File: src/rtl/cmd_status_pkg.sv
package cmd_status_pkg;
   localparam int WORD_W      = 32;
   localparam int HALF_W      = 16;
   // Fixed command half bit positions
   localparam int CMD_RUN     = 0;
   localparam int CMD_DIR     = 1;
   localparam int CMD_CLEAR   = 2;
   localparam int CMD_DIN_LO  = 3;
   localparam int CMD_DIN_HI  = 7;
   localparam int CMD_CTRL    = 8;
   localparam int CMD_REF     = 9;
   localparam int CMD_JOG1    = 10;
   localparam int CMD_JOG2    = 11;
   localparam int CMD_QSTOP   = 12;
   localparam int DIN_N       = 5;
   // Fixed report half bit positions
   localparam int RPT_READY   = 0;
   localparam int RPT_RUN     = 1;
   localparam int RPT_DIR     = 2;
   localparam int RPT_FAULT   = 3;
   localparam int RPT_ALARM   = 4;
   localparam int RPT_ATREF   = 5;
   localparam int RPT_ZERO    = 6;
   localparam int RPT_MAG     = 7;
   localparam int RPT_FLAGS   = 8;
   // Reset values
   localparam logic [WORD_W-1:0] WORD_RST = 32'h0000_0000;
   localparam logic [HALF_W-1:0] HALF_RST = 16'h0000;
endpackage

File: src/rtl/drive_report_if.sv
`timescale 1ns/10ps
interface drive_report_if;
   import cmd_status_pkg::*;
   logic [RPT_FLAGS-1:0] flags;
   logic [HALF_W-1:0]    app;
   logic [WORD_W-1:0]    word;
   modport src (output flags, output app, input word);
   modport dst (input flags, input app, output word);
endinterface

File: src/rtl/report_word_builder.sv
`timescale 1ns/10ps
module report_word_builder
   import cmd_status_pkg::*;
(
   input  wire logic      clk,
   input  wire logic      rst,
   drive_report_if.dst    rpt
);
   // Reserved bits B8..B15 of the fixed half forced to zero
   always_ff @(posedge clk) begin
      if (rst) begin
         rpt.word <= WORD_RST;
      end else begin
         rpt.word <= {rpt.app, {(HALF_W-RPT_FLAGS){1'b0}}, rpt.flags};
      end
   end
endmodule

File: src/rtl/drive_command_status_word.sv
`timescale 1ns/10ps
module drive_command_status_word
   import cmd_status_pkg::*;
#(
   parameter int DIN_COUNT = DIN_N
)
(
   input  wire logic                 CLK_SYS,
   input  wire logic                 RST,
   input  wire logic [WORD_W-1:0]    COMMAND_WORD,
   input  wire logic                 COMMAND_VALID,
   input  wire logic                 ALT_VARIANT,
   input  wire logic                 DRIVE_READY,
   input  wire logic                 MOTOR_RUNNING,
   input  wire logic                 MOTOR_CCW,
   input  wire logic                 FAULT_ACTIVE,
   input  wire logic                 ALARM_ACTIVE,
   input  wire logic                 AT_REFERENCE,
   input  wire logic                 ZERO_SPEED,
   input  wire logic                 MAGNETIZED,
   input  wire logic [HALF_W-1:0]    APPLICATION_REPORT_HALF,
   output logic                      RUN_REQUEST,
   output logic                      REVERSE_REQUEST,
   output logic                      EVENT_CLEAR,
   output logic                      STOP_COAST,
   output logic                      STOP_RAMP,
   output logic                      QUICK_RAMP,
   output logic                      FREEZE_SETPOINT,
   output logic                      SETPOINT_ZERO,
   output logic                      FIELDBUS_CONTROL,
   output logic                      FIELDBUS_REFERENCE,
   output logic                      JOG_REFERENCE_FIRST,
   output logic                      JOG_REFERENCE_SECOND,
   output logic                      QUICK_STOP,
   output logic [DIN_COUNT-1:0]      REMOTE_INPUTS,
   output logic [HALF_W-1:0]         APPLICATION_COMMAND_HALF,
   output logic [WORD_W-1:0]         STATUS_WORD
);

   // Only the fixed half is decoded; the application half is forwarded whole
   logic [HALF_W-1:0] fixed_command_half;
   logic              clear_level_reg;
   logic              alt_reg;

   drive_report_if rpt_if ();

   // Low half as offered; only acted on while COMMAND_VALID is high
   assign fixed_command_half = COMMAND_WORD[HALF_W-1:0];

   // Variant strap caught after reset release, not under reset
   // Single flop: the strap is a level driven from this clock domain
   always_ff @(posedge CLK_SYS) begin
      if (RST) begin
         alt_reg <= 1'b0;
      end else begin
         alt_reg <= ALT_VARIANT;
      end
   end

   // Previous clear level; held between words so a steady 1 never repeats
   // Idle cycles do not count as a 0, so the edge is judged word to word
   always_ff @(posedge CLK_SYS) begin
      if (RST) begin
         clear_level_reg <= 1'b0;
      end else if (COMMAND_VALID) begin
         clear_level_reg <= fixed_command_half[CMD_CLEAR];
      end
   end

   // One-cycle clear pulse on rising edge only
   // A master that leaves bit 2 high gets exactly one clear
   always_ff @(posedge CLK_SYS) begin
      if (RST) begin
         EVENT_CLEAR <= 1'b0;
      end else begin
         EVENT_CLEAR <= COMMAND_VALID && fixed_command_half[CMD_CLEAR]
                        && !clear_level_reg;
      end
   end

   // Run request level, held until the next taken word
   always_ff @(posedge CLK_SYS) begin
      if (RST) begin
         RUN_REQUEST <= 1'b0;
      end else if (COMMAND_VALID) begin
         RUN_REQUEST <= fixed_command_half[CMD_RUN];
      end
   end

   // Requested direction level
   always_ff @(posedge CLK_SYS) begin
      if (RST) begin
         REVERSE_REQUEST <= 1'b0;
      end else if (COMMAND_VALID) begin
         REVERSE_REQUEST <= fixed_command_half[CMD_DIR];
      end
   end

   // Control place override level
   always_ff @(posedge CLK_SYS) begin
      if (RST) begin
         FIELDBUS_CONTROL <= 1'b0;
      end else if (COMMAND_VALID) begin
         FIELDBUS_CONTROL <= fixed_command_half[CMD_CTRL];
      end
   end

   // Setpoint source override level
   always_ff @(posedge CLK_SYS) begin
      if (RST) begin
         FIELDBUS_REFERENCE <= 1'b0;
      end else if (COMMAND_VALID) begin
         FIELDBUS_REFERENCE <= fixed_command_half[CMD_REF];
      end
   end

   // Jog request with the first jog reference
   always_ff @(posedge CLK_SYS) begin
      if (RST) begin
         JOG_REFERENCE_FIRST <= 1'b0;
      end else if (COMMAND_VALID) begin
         JOG_REFERENCE_FIRST <= fixed_command_half[CMD_JOG1];
      end
   end

   // Jog request with the second jog reference
   always_ff @(posedge CLK_SYS) begin
      if (RST) begin
         JOG_REFERENCE_SECOND <= 1'b0;
      end else if (COMMAND_VALID) begin
         JOG_REFERENCE_SECOND <= fixed_command_half[CMD_JOG2];
      end
   end

   // Quick stop is a level; the drive decides how long to act on it
   // Dropping the bit lets normal operation resume on the next word
   always_ff @(posedge CLK_SYS) begin
      if (RST) begin
         QUICK_STOP <= 1'b0;
      end else if (COMMAND_VALID) begin
         QUICK_STOP <= fixed_command_half[CMD_QSTOP];
      end
   end

   // Application half passed through untouched
   // Reserved bits 13..15 sit at the top of the fixed half and feed nothing
   always_ff @(posedge CLK_SYS) begin
      if (RST) begin
         APPLICATION_COMMAND_HALF <= HALF_RST;
      end else if (COMMAND_VALID) begin
         APPLICATION_COMMAND_HALF <= COMMAND_WORD[WORD_W-1:HALF_W];
      end
   end

   // Bits 3..7 mean stop options or remote inputs, never both at once
   // The variant flop, not the raw strap, picks the meaning
   always_ff @(posedge CLK_SYS) begin
      if (RST) begin
         STOP_COAST      <= 1'b0;
         STOP_RAMP       <= 1'b0;
         QUICK_RAMP      <= 1'b0;
         FREEZE_SETPOINT <= 1'b0;
         SETPOINT_ZERO   <= 1'b0;
         REMOTE_INPUTS   <= '0;
      end else if (COMMAND_VALID) begin
         if (alt_reg) begin
            STOP_COAST      <= 1'b0;
            STOP_RAMP       <= 1'b0;
            QUICK_RAMP      <= 1'b0;
            FREEZE_SETPOINT <= 1'b0;
            SETPOINT_ZERO   <= 1'b0;
            REMOTE_INPUTS   <= fixed_command_half[CMD_DIN_LO +: DIN_COUNT];
         end else begin
            STOP_COAST      <= fixed_command_half[CMD_DIN_LO];
            STOP_RAMP       <= fixed_command_half[CMD_DIN_LO+1];
            QUICK_RAMP      <= fixed_command_half[CMD_DIN_LO+2];
            FREEZE_SETPOINT <= fixed_command_half[CMD_DIN_LO+3];
            SETPOINT_ZERO   <= fixed_command_half[CMD_DIN_HI];
            REMOTE_INPUTS   <= '0;
         end
      end
   end

   // Fixed report flags in bit order B0..B7
   // Same clock domain as the drive logic, so no synchroniser in front
   assign rpt_if.flags = {MAGNETIZED,
                          ZERO_SPEED,
                          AT_REFERENCE,
                          ALARM_ACTIVE,
                          FAULT_ACTIVE,
                          MOTOR_CCW,
                          MOTOR_RUNNING,
                          DRIVE_READY};
   assign rpt_if.app   = APPLICATION_REPORT_HALF;

   // Word assembled in a registered builder, so status is one cycle late
   // The extra cycle keeps STATUS_WORD straight from a flop
   report_word_builder u_builder (
      .clk (CLK_SYS),
      .rst (RST),
      .rpt (rpt_if.dst)
   );

   assign STATUS_WORD = rpt_if.word;
endmodule

File: config.mk
export PLATFORM = sky130hd
export DESIGN_NAME = drive_command_status_word
export DESIGN_NICKNAME = d
export VERILOG_FILES = /design/src/rtl/cmd_status_pkg.sv /design/src/rtl/drive_report_if.sv /design/src/rtl/report_word_builder.sv /design/src/rtl/drive_command_status_word.sv
export SDC_FILE = /design/constraint.sdc
export NUM_CORES = 1
export LEC_CHECK = 0
export BUFFER_PORTS_ARGS = -buffer_cell sky130_fd_sc_hd__buf_4
export CORE_MARGIN = 5
export CORE_UTILIZATION = 35
export CTS_CLUSTER_DIAMETER = 50
export DETAILED_ROUTE_END_ITERATION = 12
export PLACE_DENSITY = 0.67
export SYNTH_ARGS = -nofsm -noshare
export SYNTH_HDL_FRONTEND = slang
export SYNTH_HIERARCHICAL = 1
export SYNTH_SLANG_ARGS = --single-unit
File: constraint.sdc
create_clock -name CLK_SYS -period 2.23 [get_ports CLK_SYS]
set_clock_uncertainty 0.1 [all_clocks]
set_input_delay 0.446 -clock CLK_SYS [delete_from_list [all_inputs] [get_ports CLK_SYS]]
set_output_delay 0.446 -clock CLK_SYS [all_outputs]
set_load 0.02 [all_outputs]
==> results.txt <==
The run finished with clean final reports. The clock-pin slew reported for the worst setup and hold paths after clock tree synthesis came out at 0.06 ns. The final-report setup violation count is 0. The number of gates given a new drive strength after cts is 0. The sequential fraction of design power came out at 49.4%. The H-tree depth is 3. The area enclosed by the die boundary came out at roughly 0.0077 sq mm. STA classifies the critical path endpoint as an output pin. Cell internal power was estimated by the tool at 1.76 mW.

The number of buffers inserted by hold repair at cts is 0. The cell with the largest stage delay on the worst path is dfxtp_1. The uppermost layer routed is met4. The post-detailed-routing wire length is ~4.6 mm.

The number of buffer and inverter instances along the worst setup path came out at 1. The worst min-delay path category is in2reg. The post-synthesis sequential element count is 60. Detailed routing inserted a total of around 1600 vias. The number of DRC violations after detailed routing is 0. The combined flip-flop and latch cell area is 0.00120 sq mm.

The endpoint identified for the worst register-to-register timing path is STOP_COAST$_SDFFE_PP0P_. The worst-case IR drop observed on VDD is between 0.0005 and 0.0006 V. Global routing used 12.2% of the available tracks across all layers. The most common cell in the synthesized netlist is dfxtp_1.

The total of warnings raised by yosys came out at 6. The number of endpoints with negative hold slack in the final report was 0. For this run, the leading register cell type out of synthesis is dfxtp_1. For this run, the detailed router's first-pass iteration total came to 4.

The async set-or-reset flop fraction in the synthesized netlist is 0%. Buffers added to address setup during post-CTS repair amount to 0. The depth of the most critical reg-to-reg path came out at 2.

The number of distinct standard cells referenced by the synthesized netlist is 18. The path type of the worst setup path is reg2out. The tree is rooted in a clkbuf_8. The total half-perimeter wirelength after legalization and detailed placement is 3.40 mm.

Once the floorplan was initialized, standard cells occupied 35.7% of the core. The wire length of the first global-routing pass is 7.05 mm. The worst path needs 1.36 ns of the cycle, external delays included.

The diode insertion count for antenna repair came out at 0. Setup repair after global routing left no endpoint under its margin. The mean number of vias per cell came out at 4.23. The maximum clock frequency is between 700 and 800 MHz.

The switching part of the total power is approximately a quarter. The leftover overflow at the end of global routing came out at 0. The met2 routed wirelength came out at 2.16 mm.

Synthesis produced a netlist whose cell count is 185. In this run, synthesis inferred 0 flip-flops with an integrated enable. The cell area after synthesis came out at 0.00210 sq mm. In this run the worst setup path begins at STOP_COAST$_SDFFE_PP0P_. Among cell families on the critical path, the largest total delay comes from flip-flops. dfxtp_1 takes more of the synthesized area than any other cell. The layout cell share with drive strength beyond 1 is a little under half. STA classifies the critical path startpoint as a flip-flop. The total count of max-transition violations in the final report came out at 0. The reg-to-reg setup timing slack is 1.29 ns.

The largest net degree at the start of global routing is 46. The core footprint is 0.00589 sq mm. From synthesis to final layout, the design area changed by 46.6%.

The data arrival time of the worst path is roughly 0.8 ns. The total routed wire length on the met1 layer is 1.67 mm. The source of the worst register-to-register timing path is alt_reg$_SDFF_PP0_. In this run the tightest slew margin relative to its limit is 62.9%. In the final layout, the multi-input gates occupy 744 sq um. The number of clock buffers inserted by TritonCTS is 9. The largest single stage delay on the critical path is 0.34 ns. The total power density per cell area came out at ~760 mW/mm^2. At the later pin of the worst-skew pair, clock insertion delay measures roughly 0.32 ns.

The number of gates on the worst path with buffers counted came out at 1. The post-detailed-route count of antenna-violating nets came out at 0. The wire length per cell after detailed routing is 12.3 um. The clock drives 60 sinks. The die is 87.5 um tall. The share of the synthesized area in the top cell type is between 50% and 60%.

The largest buffer count on any clock path came out at 2. The last weighted congestion value of the routability-driven placer is 0.671. The share of power burned in the clock network came out at 35.6%. The register containing the most flip-flops in the final layout is u_builder/rpt.word.

For the worst setup path, the data required time is 1.68 ns. For this run, the register share of the synthesized area comes to 57.1%. Summed over all failing endpoints, the final setup total negative slack is 0 ns. The initial antenna violation count came out at 0.

Summed over all cells, the static leakage comes to between 1 and 1.5 nW. The number of placement rows is 28. By area the synthesized netlist is led by dfxtp_1 (57%), mux2i_1 (11%), nor2b_2 (5.8%). The largest registers in the layout are u_builder/rpt.word (24), APPLICATION_COMMAND_HALF (16), REMOTE_INPUTS (5).

After the first detailed-routing iteration, the DRC count stood at 27. Each instance of the synthesized netlist takes up on average 11.4 sq um. The via count of the first global-routing pass came out at 1576. The minimum hold slack is ~0.22 ns. Along the worst path, the maximum fanout reaches 2. In the detailed route, the total length drawn on met3 is between 700 and 800 um. The share of total power dissipated in combinational logic is 15.0%. Following the worst setup path forward leads to its endpoint at STOP_COAST. The TritonCTS clock tree is yes. In the synthesized netlist, the cells that appear most often are dfxtp_1 (60), mux2i_1 (24), nor2_1 (24). From left edge to right edge, the die measures 87.5 um. The number of nets in the layout came out at 358. The filler cell count came out at 562.

Pin placement for this block handled 126 I/O pins. The count of maximum capacitance violations is 0. The count of buffers inserted at the top-level ports is 114. The flip-flop count of the largest register, all copies and words added came out at 24. The switching power came out at 0.571 mW. For the pin with the worst max-slew slack, the measured transition is 0.556 ns. The critical path goes through buf_4. The post-route fraction of the period consumed by the critical path is 61.0%.
## layer usage
metal  vias to the layer above  GRT usage, %
li1                        803             -
met1                       709          12.4
met2                        78          18.8
met3                         6          9.27
met4                         0          5.02
met5                         -             0
## worst min-delay path by stage
stage / depth (start not counted) / from / end / slack (ns)
2_1_floorplan: 2 / clear_level_reg$_SDFFE_PP0P_ / clear_level_reg$_SDFFE_PP0P_ / 0.35
3_3_place_gp: 2 / STOP_RAMP$_SDFFE_PP0P_ / STOP_RAMP$_SDFFE_PP0P_ / 0.36
3_5_place_dp: 2 / SETPOINT_ZERO$_SDFFE_PP0P_ / SETPOINT_ZERO$_SDFFE_PP0P_ / 0.36
4_1_cts: 2 / DRIVE_READY / u_builder/rpt.word[0]$_SDFF_PP0_ / 0.20
5_1_grt: 2 / DRIVE_READY / u_builder/rpt.word[0]$_SDFF_PP0_ / 0.19
6_report: 2 / MOTOR_RUNNING / u_builder/rpt.word[1]$_SDFF_PP0_ / 0.22
## cell families (layout without fill, tap and decap cells)
logic type	count (synthesis)	in the layout	synth area share [%]
flops	60	60	57.1
mux	24	24	11.4
compound gates	10	10	2.38
other cells	1	8	0.178
simple gates	70	70	20.2
buf+inv	20	130	8.74
## cells in the final DEF (no fill, tap or decap)
| cell | netlist | final |
|---|---|---|
| buf_4 | 9 | 114 |
| nand3_1 | 5 | 5 |
| clkinv_2 | 0 | 2 |
| nand2b_1 | 10 | 10 |
| nand3b_1 | 5 | 5 |
| nor2b_2 | 14 | 14 |
| nor2_1 | 24 | 24 |
| a21oi_1 | 10 | 10 |
| and4bb_2 | 1 | 1 |
| dfxtp_1 | 60 | 60 |
| clkbuf_1 | 3 | 2 |
| conb_1 | 1 | 8 |
| mux2i_1 | 24 | 24 |
| and2b_1 | 4 | 4 |
| clkbuf_8 | 0 | 11 |
| nor2b_1 | 7 | 7 |
| buf_12 | 2 | 1 |
## stage by stage
stage | cells | total power [mW] | utilization, % | instance area [sq um] | worst slack [ns]
floorplan | 192 | 1.38 | - | 2130 | 1.09
global placement | 362 | 1.53 | 49.5 | 2920 | 0.777
detailed placement | 362 | 1.53 | 49.5 | 2920 | 0.769
CTS | 377 | 2.39 | 52.4 | 3080 | 0.838
global route | 377 | 2.47 | 52.4 | 3080 | 0.797
finish | 377 | 2.34 | 52.4 | 3080 | 0.870
## final cells by class
| cell class | count | area share [%] |
|---|---|---|
| clock inverters | 2 | 0.325 |
| well taps | 75 | 3.04 |
| repair buffers | 115 | 28.4 |
| multi-input cells | 112 | 24.1 |
| flip-flops and latches | 60 | 38.9 |
| clock buffers | 13 | 5.15 |
## power by group through the flow
| stage | Clock [mW] | Combinational (mW) | Sequential (mW) |
|---|---|---|---|
| after floorplan | 0 | 0.136 | 1.24 |
| after global placement | 0 | 0.352 | 1.18 |
| after detailed placement | 0 | 0.356 | 1.18 |
| after CTS | 0.879 | 0.357 | 1.15 |
| after global routing | 0.928 | 0.378 | 1.16 |
| final | 0.831 | 0.351 | 1.15 |
No activity file was read; power rests on OpenSTA's default activity.
